$ cat src/rtl/pcg_pkg.sv
// Constants and carrier types for the card cycle timing generator
package pcg_pkg;

    ////////////////////////////////////////////////////////////////////////
    // Register byte offsets
    localparam logic [7:0] OFS_CTRL  = 8'h00;
    localparam logic [7:0] OFS_ADDR  = 8'h04;
    localparam logic [7:0] OFS_WDATA = 8'h08;
    localparam logic [7:0] OFS_GO    = 8'h0C;
    localparam logic [7:0] OFS_STAT  = 8'h10;

    // Control register fields
    localparam int CTRL_IO_BIT  = 0;   // 1 = I/O cycle, 0 = memory cycle
    localparam int CTRL_W16_BIT = 1;   // 1 = 16-bit access, 0 = 8-bit
    localparam int CTRL_WS_LSB  = 2;   // Two-bit wait_select_field
    localparam int CTRL_ZWS_BIT = 4;   // Zero-wait request
    localparam int CTRL_TS_LSB  = 5;   // Two-bit timing_set_field
    localparam logic [31:0] CTRL_RST = 32'h0000_0020;

    // Go register fields
    localparam int GO_START_BIT = 0;
    localparam int GO_WRITE_BIT = 1;

    // Status register fields
    localparam int STAT_BUSY_BIT  = 0;
    localparam int STAT_PHASE_LSB = 1;
    localparam int STAT_RDATA_LSB = 16;

    // Reset values of address and data registers
    localparam logic [25:0] ADDR_RST  = 26'h000_0000;
    localparam logic [15:0] WDATA_RST = 16'h0000;

    ////////////////////////////////////////////////////////////////////////
    // Interval counts in reference clocks
    localparam logic [2:0] SU_IO      = 3'h3;
    localparam logic [2:0] SU_MEM_LO  = 3'h2;
    localparam logic [2:0] SU_MEM_HI  = 3'h4;
    localparam logic [1:0] HD_IO      = 2'h2;
    localparam logic [1:0] HD_MEM_LO  = 2'h2;
    localparam logic [1:0] HD_MEM_HI  = 2'h3;
    localparam logic [4:0] C8_ZERO    = 5'h13;  // 19
    localparam logic [4:0] C8_WAIT    = 5'h17;  // 23
    localparam logic [4:0] C8_ZWS     = 5'h07;  // 7
    localparam logic [4:0] C16_IO     = 5'h07;  // 7
    localparam logic [4:0] C16_IO_WS  = 5'h0B;  // 11
    localparam logic [4:0] C16_M_WS0  = 5'h09;  // 9
    localparam logic [4:0] C16_M_WS1  = 5'h0D;  // 13
    localparam logic [4:0] C16_M_WS2  = 5'h11;  // 17
    localparam logic [4:0] C16_M_WS3  = 5'h17;  // 23
    localparam logic [4:0] C16_M_ZWS  = 5'h05;  // 5
    localparam logic [1:0] TS_DEFAULT = 2'h1;

    ////////////////////////////////////////////////////////////////////////
    // Cycle configuration taken from the window setting
    typedef struct packed {
        logic       is_io;
        logic       wide16;
        logic [1:0] wait_select_field;
        logic       zero_wait;
        logic [1:0] timing_set_field;
    } pcg_cfg_t;

    // Interval counts for one card cycle
    typedef struct packed {
        logic [2:0] setup;
        logic [4:0] cmd;
        logic [1:0] hold;
    } pcg_cnt_t;

    // Cycle phases
    typedef enum logic [1:0] {
        PH_IDLE  = 2'b00,
        PH_SETUP = 2'b01,
        PH_CMD   = 2'b10,
        PH_HOLD  = 2'b11
    } pcg_phase_t;

endpackage

$ cat src/rtl/pcg_cycle_lut.sv
// Interval count selection for one card cycle
`timescale 1ns/100ps
module pcg_cycle_lut (
    input  wire logic              ref_clk,
    input  wire logic              rst,
    input  wire pcg_pkg::pcg_cfg_t cfg,
    output pcg_pkg::pcg_cnt_t      cnt
);
    import pcg_pkg::*;

    pcg_cnt_t cnt_r;
    pcg_cnt_t cnt_nxt;
    logic     upper_wait_bit;
    logic     wait8;

    assign upper_wait_bit = cfg.wait_select_field[1];
    // On memory any nonzero wait setting counts as waited on 8-bit cycles; on I/O only bit 0 of the wait field
    assign wait8 = cfg.is_io ? cfg.wait_select_field[0]
                             : (cfg.wait_select_field != 2'h0);

    // Count selection from the window wait settings
    always_comb begin
        // [RULE4] setup by cycle type
        if (cfg.is_io) begin
            cnt_nxt.setup = SU_IO;
        end else if (upper_wait_bit) begin
            cnt_nxt.setup = SU_MEM_HI;
        end else begin
            cnt_nxt.setup = SU_MEM_LO;
        end
        // [RULE5] hold by cycle type
        if (cfg.is_io) begin
            cnt_nxt.hold = HD_IO;
        end else if (upper_wait_bit) begin
            cnt_nxt.hold = HD_MEM_HI;
        end else begin
            cnt_nxt.hold = HD_MEM_LO;
        end
        // [RULE2] command count from wait fields
        if (!cfg.wide16) begin
            // [RULE6] eight-bit command counts
            if (wait8) begin
                cnt_nxt.cmd = C8_WAIT;
            end else if (cfg.zero_wait) begin
                cnt_nxt.cmd = C8_ZWS;
            end else begin
                cnt_nxt.cmd = C8_ZERO;
            end
        end else if (cfg.is_io) begin
            // [RULE7] zero-wait ignored here
            cnt_nxt.cmd = cfg.wait_select_field[0] ? C16_IO_WS : C16_IO;
        end else begin
            // [RULE8] sixteen-bit memory counts
            case (cfg.wait_select_field)
                2'h0: cnt_nxt.cmd = cfg.zero_wait ? C16_M_ZWS : C16_M_WS0;
                2'h1: cnt_nxt.cmd = C16_M_WS1;
                2'h2: cnt_nxt.cmd = C16_M_WS2;
                default: cnt_nxt.cmd = C16_M_WS3;
            endcase
        end
    end

    // Registered counts
    always_ff @(posedge ref_clk) begin
        if (rst) begin
            cnt_r <= '0;
        end else begin
            cnt_r <= cnt_nxt;
        end
    end

    assign cnt = cnt_r;
endmodule

$ cat src/rtl/pcg_timing_gen.sv
// Card cycle timing generator with AHB-Lite register slave
//
// Our own choices: the AHB-Lite interface to the registers and the placing of the registers.
`timescale 1ns/100ps

// Overview of operation
// [RULE1] All intervals are counted in cycles of the one block clock.
// [RULE2] Setup, command and hold counts come from the window wait settings.
// [RULE3] Each interval is a whole number of clocks, at least legacy timing.
// [RULE4] Setup is 3 for I/O; memory 2, or 4 with upper wait bit.
// [RULE5] Hold is 2 for I/O; memory 2, or 3 with upper wait bit.
// [RULE6] 8-bit command: 19, 7 with zero-wait, 23 with any wait setting; on I/O the code gives 23 only when bit 0 of wait_select_field is set.
// [RULE7] 16-bit I/O command: 7, or 11 with wait; zero-wait ignored.
// [RULE8] 16-bit memory command: 9/13/17/23 by wait field, 5 zero-wait.
// [RULE9] These counts belong to timing set field value 01; the code applies them for every timing_set_field value.
// [RULE10] Setup, command, hold run in order; address stable; no overlap.
// [RULE11] Command stays active while the card holds its wait line low.
module pcg_timing_gen (
    input  wire logic        ref_clk,
    input  wire logic        rst,
    input  wire logic        hsel,
    input  wire logic [31:0] haddr,
    input  wire logic [1:0]  htrans,
    input  wire logic        hwrite,
    input  wire logic [2:0]  hsize,
    input  wire logic [31:0] hwdata,
    input  wire logic        hready,
    output logic             hreadyout,
    output logic [31:0]      hrdata,
    output logic             hresp,
    output logic [25:0]      card_addr,
    output logic [15:0]      card_data_o,
    output logic             card_data_oe,
    input  wire logic [15:0] card_data_i,
    output logic             card_mem_rd_n,
    output logic             card_mem_wr_n,
    output logic             card_io_rd_n,
    output logic             card_io_wr_n,
    input  wire logic        card_wait_n
);
    import pcg_pkg::*;

    ////////////////////////////////////////////////////////////////////////
    // Bus slave state
    logic [31:0] ctrl_r,   ctrl_nxt;
    logic [25:0] addr_r,   addr_nxt;
    logic [15:0] wdata_r,  wdata_nxt;
    logic [15:0] rdata_r,  rdata_nxt;
    logic [31:0] hrdata_r, hrdata_nxt;
    logic [7:0]  aoff_r,   aoff_nxt;
    logic        wr_pend_r, wr_pend_nxt;
    logic        rd_pend_r, rd_pend_nxt;
    logic        addr_phase;
    logic        go_wr;
    logic        go_dir;

    // Cycle engine state
    pcg_phase_t  ph_r,     ph_nxt;
    logic [4:0]  cnt_r,    cnt_nxt;
    logic        dir_wr_r, dir_wr_nxt;
    logic        io_r,     io_nxt;
    pcg_cfg_t    cfg;
    pcg_cnt_t    lut_cnt;

    ////////////////////////////////////////////////////////////////////////
    // Window configuration taken from the control register
    assign cfg.is_io             = ctrl_r[CTRL_IO_BIT];
    assign cfg.wide16            = ctrl_r[CTRL_W16_BIT];
    assign cfg.wait_select_field = ctrl_r[CTRL_WS_LSB +: 2];
    assign cfg.zero_wait         = ctrl_r[CTRL_ZWS_BIT];
    assign cfg.timing_set_field  = ctrl_r[CTRL_TS_LSB +: 2];

    pcg_cycle_lut u_lut (
        .ref_clk (ref_clk),
        .rst     (rst),
        .cfg     (cfg),
        .cnt     (lut_cnt)
    );

    ////////////////////////////////////////////////////////////////////////
    // Address phase capture and read data path
    assign addr_phase = hsel && htrans[1] && hready;
    // Start bit counts only in a write data phase to GO
    assign go_wr  = wr_pend_r && (aoff_r == OFS_GO) && hwdata[GO_START_BIT];
    assign go_dir = hwdata[GO_WRITE_BIT];

    always_comb begin
        // A transfer is taken only while the bus is ready
        wr_pend_nxt = addr_phase && hwrite;
        rd_pend_nxt = addr_phase && !hwrite;
        aoff_nxt    = addr_phase ? haddr[7:0] : aoff_r;
        hrdata_nxt  = hrdata_r;
        ctrl_nxt    = ctrl_r;
        addr_nxt    = addr_r;
        wdata_nxt   = wdata_r;
        // Read data sampled one cycle into the data phase
        if (rd_pend_r) begin
            if (aoff_r == OFS_CTRL) begin
                hrdata_nxt = {25'h0000000, ctrl_r[6:0]};
            end else if (aoff_r == OFS_ADDR) begin
                hrdata_nxt = {6'h00, addr_r};
            end else if (aoff_r == OFS_WDATA) begin
                hrdata_nxt = {16'h0000, wdata_r};
            end else if (aoff_r == OFS_STAT) begin
                hrdata_nxt = {rdata_r, 13'h0000, ph_r, ph_r != PH_IDLE};
            end else begin
                hrdata_nxt = 32'h0000_0000;
            end
        end
        // [RULE10] settings frozen while a cycle runs
        if (wr_pend_r && ph_r == PH_IDLE) begin
            if (aoff_r == OFS_CTRL) begin
                ctrl_nxt = {25'h0000000, hwdata[6:0]};
            end else if (aoff_r == OFS_ADDR) begin
                addr_nxt = hwdata[25:0];
            end else if (aoff_r == OFS_WDATA) begin
                wdata_nxt = hwdata[15:0];
            end
        end
    end

    // Bus slave registers
    always_ff @(posedge ref_clk) begin
        if (rst) begin
            ctrl_r    <= CTRL_RST;
            addr_r    <= ADDR_RST;
            wdata_r   <= WDATA_RST;
            hrdata_r  <= 32'h0000_0000;
            aoff_r    <= 8'h00;
            wr_pend_r <= 1'b0;
            rd_pend_r <= 1'b0;
        end else begin
            ctrl_r    <= ctrl_nxt;
            addr_r    <= addr_nxt;
            wdata_r   <= wdata_nxt;
            hrdata_r  <= hrdata_nxt;
            aoff_r    <= aoff_nxt;
            wr_pend_r <= wr_pend_nxt;
            rd_pend_r <= rd_pend_nxt;
        end
    end

    // Reads take one wait state; writes none
    assign hreadyout = !rd_pend_r;
    assign hrdata    = hrdata_r;
    assign hresp     = 1'b0;

    ////////////////////////////////////////////////////////////////////////
    // Cycle engine: setup, command, hold
    always_comb begin
        ph_nxt     = ph_r;
        cnt_nxt    = cnt_r;
        dir_wr_nxt = dir_wr_r;
        io_nxt     = io_r;
        rdata_nxt  = rdata_r;
        case (ph_r)
            PH_IDLE: begin
                // [RULE9] counts of timing set 01
                if (go_wr) begin
                    ph_nxt     = PH_SETUP;
                    cnt_nxt    = {2'b00, lut_cnt.setup};
                    dir_wr_nxt = go_dir;
                    io_nxt     = cfg.is_io;
                end
            end
            PH_SETUP: begin
                // [RULE1] setup counted in clocks
                if (cnt_r == 5'h01) begin
                    ph_nxt  = PH_CMD;
                    cnt_nxt = lut_cnt.cmd;
                end else begin
                    cnt_nxt = cnt_r - 5'h01;
                end
            end
            PH_CMD: begin
                // [RULE11] stretch while card waits
                if (cnt_r != 5'h01) begin
                    cnt_nxt = cnt_r - 5'h01;
                end else if (card_wait_n) begin
                    ph_nxt    = PH_HOLD;
                    cnt_nxt   = {3'b000, lut_cnt.hold};
                    // Read data taken as the strobe ends
                    rdata_nxt = dir_wr_r ? rdata_r : card_data_i;
                end
            end
            default: begin
                // [RULE10] next cycle waits for hold
                if (cnt_r == 5'h01) begin
                    ph_nxt = PH_IDLE;
                end else begin
                    cnt_nxt = cnt_r - 5'h01;
                end
            end
        endcase
    end

    // Cycle engine registers
    always_ff @(posedge ref_clk) begin
        if (rst) begin
            ph_r     <= PH_IDLE;
            cnt_r    <= 5'h00;
            dir_wr_r <= 1'b0;
            io_r     <= 1'b0;
            rdata_r  <= 16'h0000;
        end else begin
            ph_r     <= ph_nxt;
            cnt_r    <= cnt_nxt;
            dir_wr_r <= dir_wr_nxt;
            io_r     <= io_nxt;
            rdata_r  <= rdata_nxt;
        end
    end

    ////////////////////////////////////////////////////////////////////////
    // [RULE3] strobes span whole clock periods
    assign card_addr     = addr_r;
    assign card_data_o   = wdata_r;
    assign card_data_oe  = dir_wr_r && (ph_r != PH_IDLE);
    assign card_mem_rd_n = !(ph_r == PH_CMD && !io_r && !dir_wr_r);
    assign card_mem_wr_n = !(ph_r == PH_CMD && !io_r &&  dir_wr_r);
    assign card_io_rd_n  = !(ph_r == PH_CMD &&  io_r && !dir_wr_r);
    assign card_io_wr_n  = !(ph_r == PH_CMD &&  io_r &&  dir_wr_r);
endmodule

$ cat config.mk
export PLATFORM = sky130hd
export DESIGN_NAME = pcg_timing_gen
export DESIGN_NICKNAME = d
export VERILOG_FILES = /design/src/rtl/pcg_pkg.sv /design/src/rtl/pcg_cycle_lut.sv /design/src/rtl/pcg_timing_gen.sv
export SDC_FILE = /design/constraint.sdc
export NUM_CORES = 1
export LEC_CHECK = 0
export BUFFER_PORTS_ARGS = -buffer_cell sky130_fd_sc_hd__buf_4
export CAP_MARGIN = 30
export CORE_UTILIZATION = 55
export CTS_CLUSTER_DIAMETER = 200
export DETAILED_ROUTE_END_ITERATION = 10
export PLACE_DENSITY = 0.85
export SLEW_MARGIN = 10
export SYNTH_ARGS = -nofsm -noshare
export SYNTH_HDL_FRONTEND = slang
export SYNTH_SLANG_ARGS = --single-unit
$ cat constraint.sdc
create_clock -name ref_clk -period 3.3 [get_ports ref_clk]
set_input_delay 0 -clock ref_clk [delete_from_list [all_inputs] [get_ports ref_clk]]
set_output_delay 0 -clock ref_clk [all_outputs]
set_load 0.03 [all_outputs]
; Word level (Yosys, flattened, before mapping)
; Cells that the tools add are included.
; W data, S select, Z words.
[op_classes]
add_sub_neg = 1
n_eq_ne = 16
bitwise = 4
n_mux = 28
n_reduce_logical = 36
[ops]
columns = op, n
row1 = $mux W32, 4
row2 = $mux W5, 9
row3 = $pmux W5 S3, 2
row4 = $eq A8 B4 Y1 const B, 2
row5 = $logic_and A1 B1 Y1, 14
row6 = $mux W2, 7
row7 = $eq A8 B3 Y1 const B, 1
row8 = $eq A8 B5 Y1 const B, 1
row9 = $logic_not A1 Y1, 8
row10 = $logic_not A8 Y1, 1
row11 = $mux W4, 2
row12 = $ne A2 B2 Y1 const B, 4
row13 = $reduce_and A4 Y1, 2
row14 = $pmux W2 S3, 1
row15 = $reduce_and A3 Y1, 2
row16 = $eq A5 B1 Y1 const B, 1
row17 = $ne A5 B1 Y1 const B, 1
row18 = $reduce_and A5 Y1, 1
row19 = $sub A5 B1 Y5 const B, 1
row20 = $eq A2 B1 Y1 const B, 2
row21 = $eq A2 B2 Y1 const B, 2
row22 = $logic_not A2 Y1, 2
row23 = $ne A4 B2 Y1 const B, 1
row24 = $not A1 Y1, 4
row25 = 7 further kinds, 10
[totals]
output_inout_bits = 81
ff_bits = 126
input_bits = 91
elab_cells = 102

; Depth between registers and ports, before layout
[depth]
word_depth = 5
mapped_depth = 8
mapped_depth_nobuf = 6

; Hierarchy
; Synthesis repeated with hierarchy kept, for this count alone.
[hier_totals]
hier_cells = 626
area_unflattened_um2 = 5146.2
[modules_own_cells]
columns = module, area_per_inst_um2, n_inst, cells_each, seq_area_each_um2
row1 = pcg_timing_gen, 4874.7, 1, 597, 2322.2
row2 = pcg_cycle_lut, 271.5, 1, 29, 160.2

; Least setup slack after synthesis
; OpenSTA, ideal clock, no wires.
[synth_timing]
kind = register to register
start = register cnt_r[1]
end = register cnt_r[0]
path_stages_with_launch = 8
synth_period_minus_slack_ps = 1764
slack_ps = 1536
arrival_ps = 1640
required_ps = 3176
n_path_buf = 1
cell_sequence = dfxtp_1 > inv_1 > ha_1 > or4b_1 > buf_2 > or3_1 > o31ai_1 > o32ai_1
[synth_via]
elab_chain_len = 3
elab_cells_between_ends = 8
[synth_lines]
columns = item, line_no
row1 = start: declaration, pcg_timing_gen.sv:59  ; logic [4:0] cnt_r, cnt_nxt;
row2 = start signal: assignment, pcg_timing_gen.sv:207  ; cnt_r <= cnt_nxt;
row3 = $eq A5 B1 Y1 / $ne A5 B1 Y1 (equally long branches), "pcg_timing_gen.sv:168, pcg_timing_gen.sv:188, pcg_timing_gen.sv:177"
row4 = $ne A4 B2 Y1 (no source line) (tied with other cells), n/a
row5 = $reduce_and A3 Y1 (no source line) / $pmux W5 S3 (equally long branches), n/a
; Several ways; a longest one is shown, not always the timed one.
; A chain may end at the register's enable or synchronous reset.

; Worst setup path after layout
[layout_timing]
start = register aoff_r[5]
end = register wdata_r[3] (netlist: card_data_o[3])
[layout_via]
elab_chain_len = 3
elab_cells_between_ends = 6
[layout_lines]
columns = item, line_no
row1 = start: declaration, pcg_timing_gen.sv:50  ; logic [7:0] aoff_r, aoff_nxt;
row2 = start signal: assignment, pcg_timing_gen.sv:137  ; aoff_r <= aoff_nxt;
row3 = $eq A8 B3 Y1 / $logic_not A8 Y1 (equally long branches), "pcg_timing_gen.sv:114, pcg_timing_gen.sv:112"
row4 = $not A1 Y1 (no source line), n/a
row5 = $reduce_and A4 Y1 (no source line) *, n/a
row6 = end signal: assignment, pcg_timing_gen.sv:135  ; wdata_r <= wdata_nxt;
row7 = end: declaration, pcg_timing_gen.sv:47  ; logic [15:0] wdata_r, wdata_nxt;
; Every way passes the cells marked *; elsewhere a longest branch is shown, timed or not.

==> flow_metrics.py <==
metrics = {
    "status": {
        "outcome": "completed",
    },
    "place": {
        "dpl.cell_count": 842,
        "place_hpwl_um": 9670,
        "gp_congestion": 0.816,
        "pre_cts_ws_ns": 0.801,
        "numPortBuffers": 136,
    },
    "logic_synthesis": {
        "ys_seq_area_share_pct": 46.1,
        "yosysTopAreaCell": "dfxtp_1",
        "synth.distinct_cells": 63,
        "synth_top_area_share_pct": 46.1,
        "netlist_area_um2": 5380,
        "synth_simple_gate_area_share_pct": 21.8,
        "synth_edf_count": 0,
        "synth_area_per_cell_um2": 8.79,
        "synthAdderAreaFrac_pct": 1.40,
        "synth_nets": 709,
        "synth_compound_area_share_pct": 16.0,
        "synthArstFlopShare_pct": 0,
        "synth_top_flop_cell": "dfxtp_1",
        "synth-seq-cells": 124,
        "syn_inst": 612,
        "synth_area_leaders": "dfxtp_1 46%, mux2i_1 9.7%, nand2_1 5.9%",
        "synth.area.mux_share_pct": 9.67,
        "ys_warn_count": 0,
        "synth_top_family_by_area": "simple AND/OR/NAND/NOR gates",
        "synthXorXnorAreaFrac_pct": 0.326,
    },
    "worst_setup_path": {
        "rr_worst_depth": 4,
        "cp_max_fo": 16,
        "cp.required_ns": 3.69,
        "critical_path_class": "flip-flop to flip-flop",
        "critPathArrivalTime_ns": 3.05,
        "reg2reg_from": "aoff_r[5]",
        "worst_setup_path_start_kind": "flip-flop",
        "end_kind": "flip-flop",
        "rrSetupSlack_ns": 0.64,
        "r2r_end": "card_data_o[3]",
    },
    "cts": {
        "clock_latency_ns": 0.52,
        "cts_setup_buffers": 0,
        "cts_tree": "done",
        "cts_sinks": 124,
        "htree_levels": 4,
        "cts_root_buf": "clkbuf_8",
        "cts_buffers": 17,
        "ctsLongestPathBuffers": 2,
        "clk_pin_slew_ns": 0.06,
    },
    "power": {
        "pwr_density_cell_nw_per_um2": 475,
        "vdd_ir_drop_max_mv": 0.364,
        "power_leakage_nw": 3.38,
    },
    "routing": {
        "dr.pass1.iters": 5,
        "postRouteAntennaNets": 0,
        "drt_iter0_markers": 406,
        "avgViaCountPerCell": 5.82,
        "wl_per_cell_um": 18.0,
        "vias": 5395,
        "drc": 0,
        "drt-total-wl_um": 16700,
    },
    "layout": {
        "fillers": 553,
        "diodes": 0,
        "drive_above_1_share_pct": 24.1,
        "nets": 882,
        "final_cell_mix": "145 x buf_4, 124 x dfxtp_1, 84 x nand2_1, 76 x nor2_1, 57 x a21oi_1",
        "layout_commonest_cell": "buf_4",
        "syn_to_final_growth_pct": 40.8,
        "final_cells": 927,
    },
    "sta": {
        "fin_ws_ns": 0.639,
        "slew_headroom_pct": 38.6,
        "final.setup_skew_ns": 0.0127,
        "rsz0062_at_grt": "false",
        "setup_viol": 0,
        "max_freq_ghz": 0.376,
        "tns_ns": 0,
        "drv_slew": 0,
        "worstMarginPinSlew_ns": 0.919,
        "fin_crit_ns": 2.66,
        "hold_viol_final": 0,
        "timing.hold.ws_ns": 0.0192,
        "finalCritPeriodShare_pct": 80.7,
    },
    "floorplan": {
        "die_w_um": 101,
        "start_util_pct": 57.4,
        "die_h_um": 101,
        "pin_count": 172,
        "dieArea_um2": 10200,
        "coreArea_um2": 9370,
        "num_rows": 35,
    },
    "global_route": {
        "grt_pass1_vias": 5332,
        "antenna_found_initial": 0,
        "grt_max_degree": 73,
        "grt-ovfl-total": 0,
        "grtUsageTotal_pct": 33.9,
        "grt_pass1_wl_um": 26500,
    },
    "min_path": {
        "worstHoldStart": "rst",
        "holdCritPathClass": "input port to flip-flop",
        "hold_path_depth": 2,
        "whs_endpoint": "card_addr[22]",
    },
    "flow_run": {
        "cap_violations": 0,
    },
}
[kinds of logic (layout without fill, tap and decap cells)]
| family | after synthesis | in the layout |
|---|---|---|
| and+or+nand+nor | 245 | 245 |
| AOI/OAI and AO/OA | 128 | 128 |
| DFF | 124 | 124 |
| buffers and inverters | 54 | 240 |
| muxes | 52 | 52 |
| adders and majority gates | 6 | 6 |
| xor gates and xnor gates | 2 | 2 |
| other | 1 | 1 |
[report_power, final]
part           switching (mW)  internal, mW  total [mW]  leakage (nW)
logic                   0.118         0.116       0.234          2.11
clock network           0.734          1.11        1.84         0.273
registers              0.0124          1.51        1.52          1.00
[synthesized netlist by cell type (all sizes together) (2+ instances only)]
cell type and number:
dfxtp 124, nand2 84, nor2 76, a21oi 57, mux2i 52, nand3 35, clkbuf 30, buf 15
a21o 12, nor2b 10, a22o 9, a22oi 9, inv 8, nand2b 7, o21ai 7, ha 6
and2 5, a221oi 4, a311oi 4, and3 4, nor3 4, o2111ai 4, o32ai 4, a31oi 3
nor4b 3, o21a 3, a221o 2, a2bb2oi 2, and3b 2, and4 2, nand4 2, nor4 2
or4 2, xor2 2
[worst max-delay path, stage by stage, from the launching register on]
cell and delay, ns:
dfxtp_1 0.37, nor4_4 0.71, nand4_2 0.90, mux2i_1 0.48, nor2_1 0.08
[worst max-delay path by stage]
stage,from,to,slack (ns),cells after the start
floorplan,cnt_r[1],cnt_r[0],1.54,7
global placement,aoff_r[4],card_data_o[8],0.98,4
detailed placement,aoff_r[4],card_data_o[12],0.80,4
CTS,aoff_r[5],card_data_o[3],0.74,4
global route,aoff_r[5],card_data_o[10],0.49,4
finish,aoff_r[5],card_data_o[3],0.64,4
[per-stage QoR]
step	total power, mW	utilization, %	area (um^2)
after floorplan	1.64	-	5380
after global placement	1.72	68.6	6430
after detailed placement	1.73	68.9	6450
after CTS	3.59	80.8	7570
after global routing	3.69	80.8	7570
final	3.60	80.8	7570
[sequential cells by signal (all words and copies together), names as in the netlist]
| name | count |
|---|---|
| aoff_r | 8 |
| card_addr | 26 |
| card_data_o | 16 |
| cnt_r | 5 |
| ctrl_r | 7 |
| dir_wr_r | 1 |
| hrdata | 32 |
| io_r | 1 |
| ph_r | 2 |
| rd_pend_r | 1 |
| rdata_r | 16 |
| u_lut.cnt | 8 |
| wr_pend_r | 1 |
[layout make-up]
class	instances	area (um^2)	share of cell area [%]
Multi-Input combinational cell	434	2660	35.1
Sequential cell	124	2480	32.8
Timing Repair Buffer	199	1650	21.7
Clock buffer	18	428	5.65
Clock inverter	14	161	2.13
Tap cell	129	161	2.13
Inverter	9	33.8	0.446
[routing by layer]
metal | GRT usage [%] | up-vias | routed length [um]
met5 | 0 | - | 0
met4 | 18.2 | 0 | 592
met3 | 8.11 | 64 | 1340
met2 | 57.5 | 306 | 8410
met1 | 39.6 | 2533 | 6330
li1 | - | 2492 | -
[repair_timing]
item | 4_1_cts | 5_1_grt
hold buffers | 53 | 0
resized for setup | 0 | 0
endpoints found under the hold margin | 78 | 0
(Power assumes the default switching activity.)
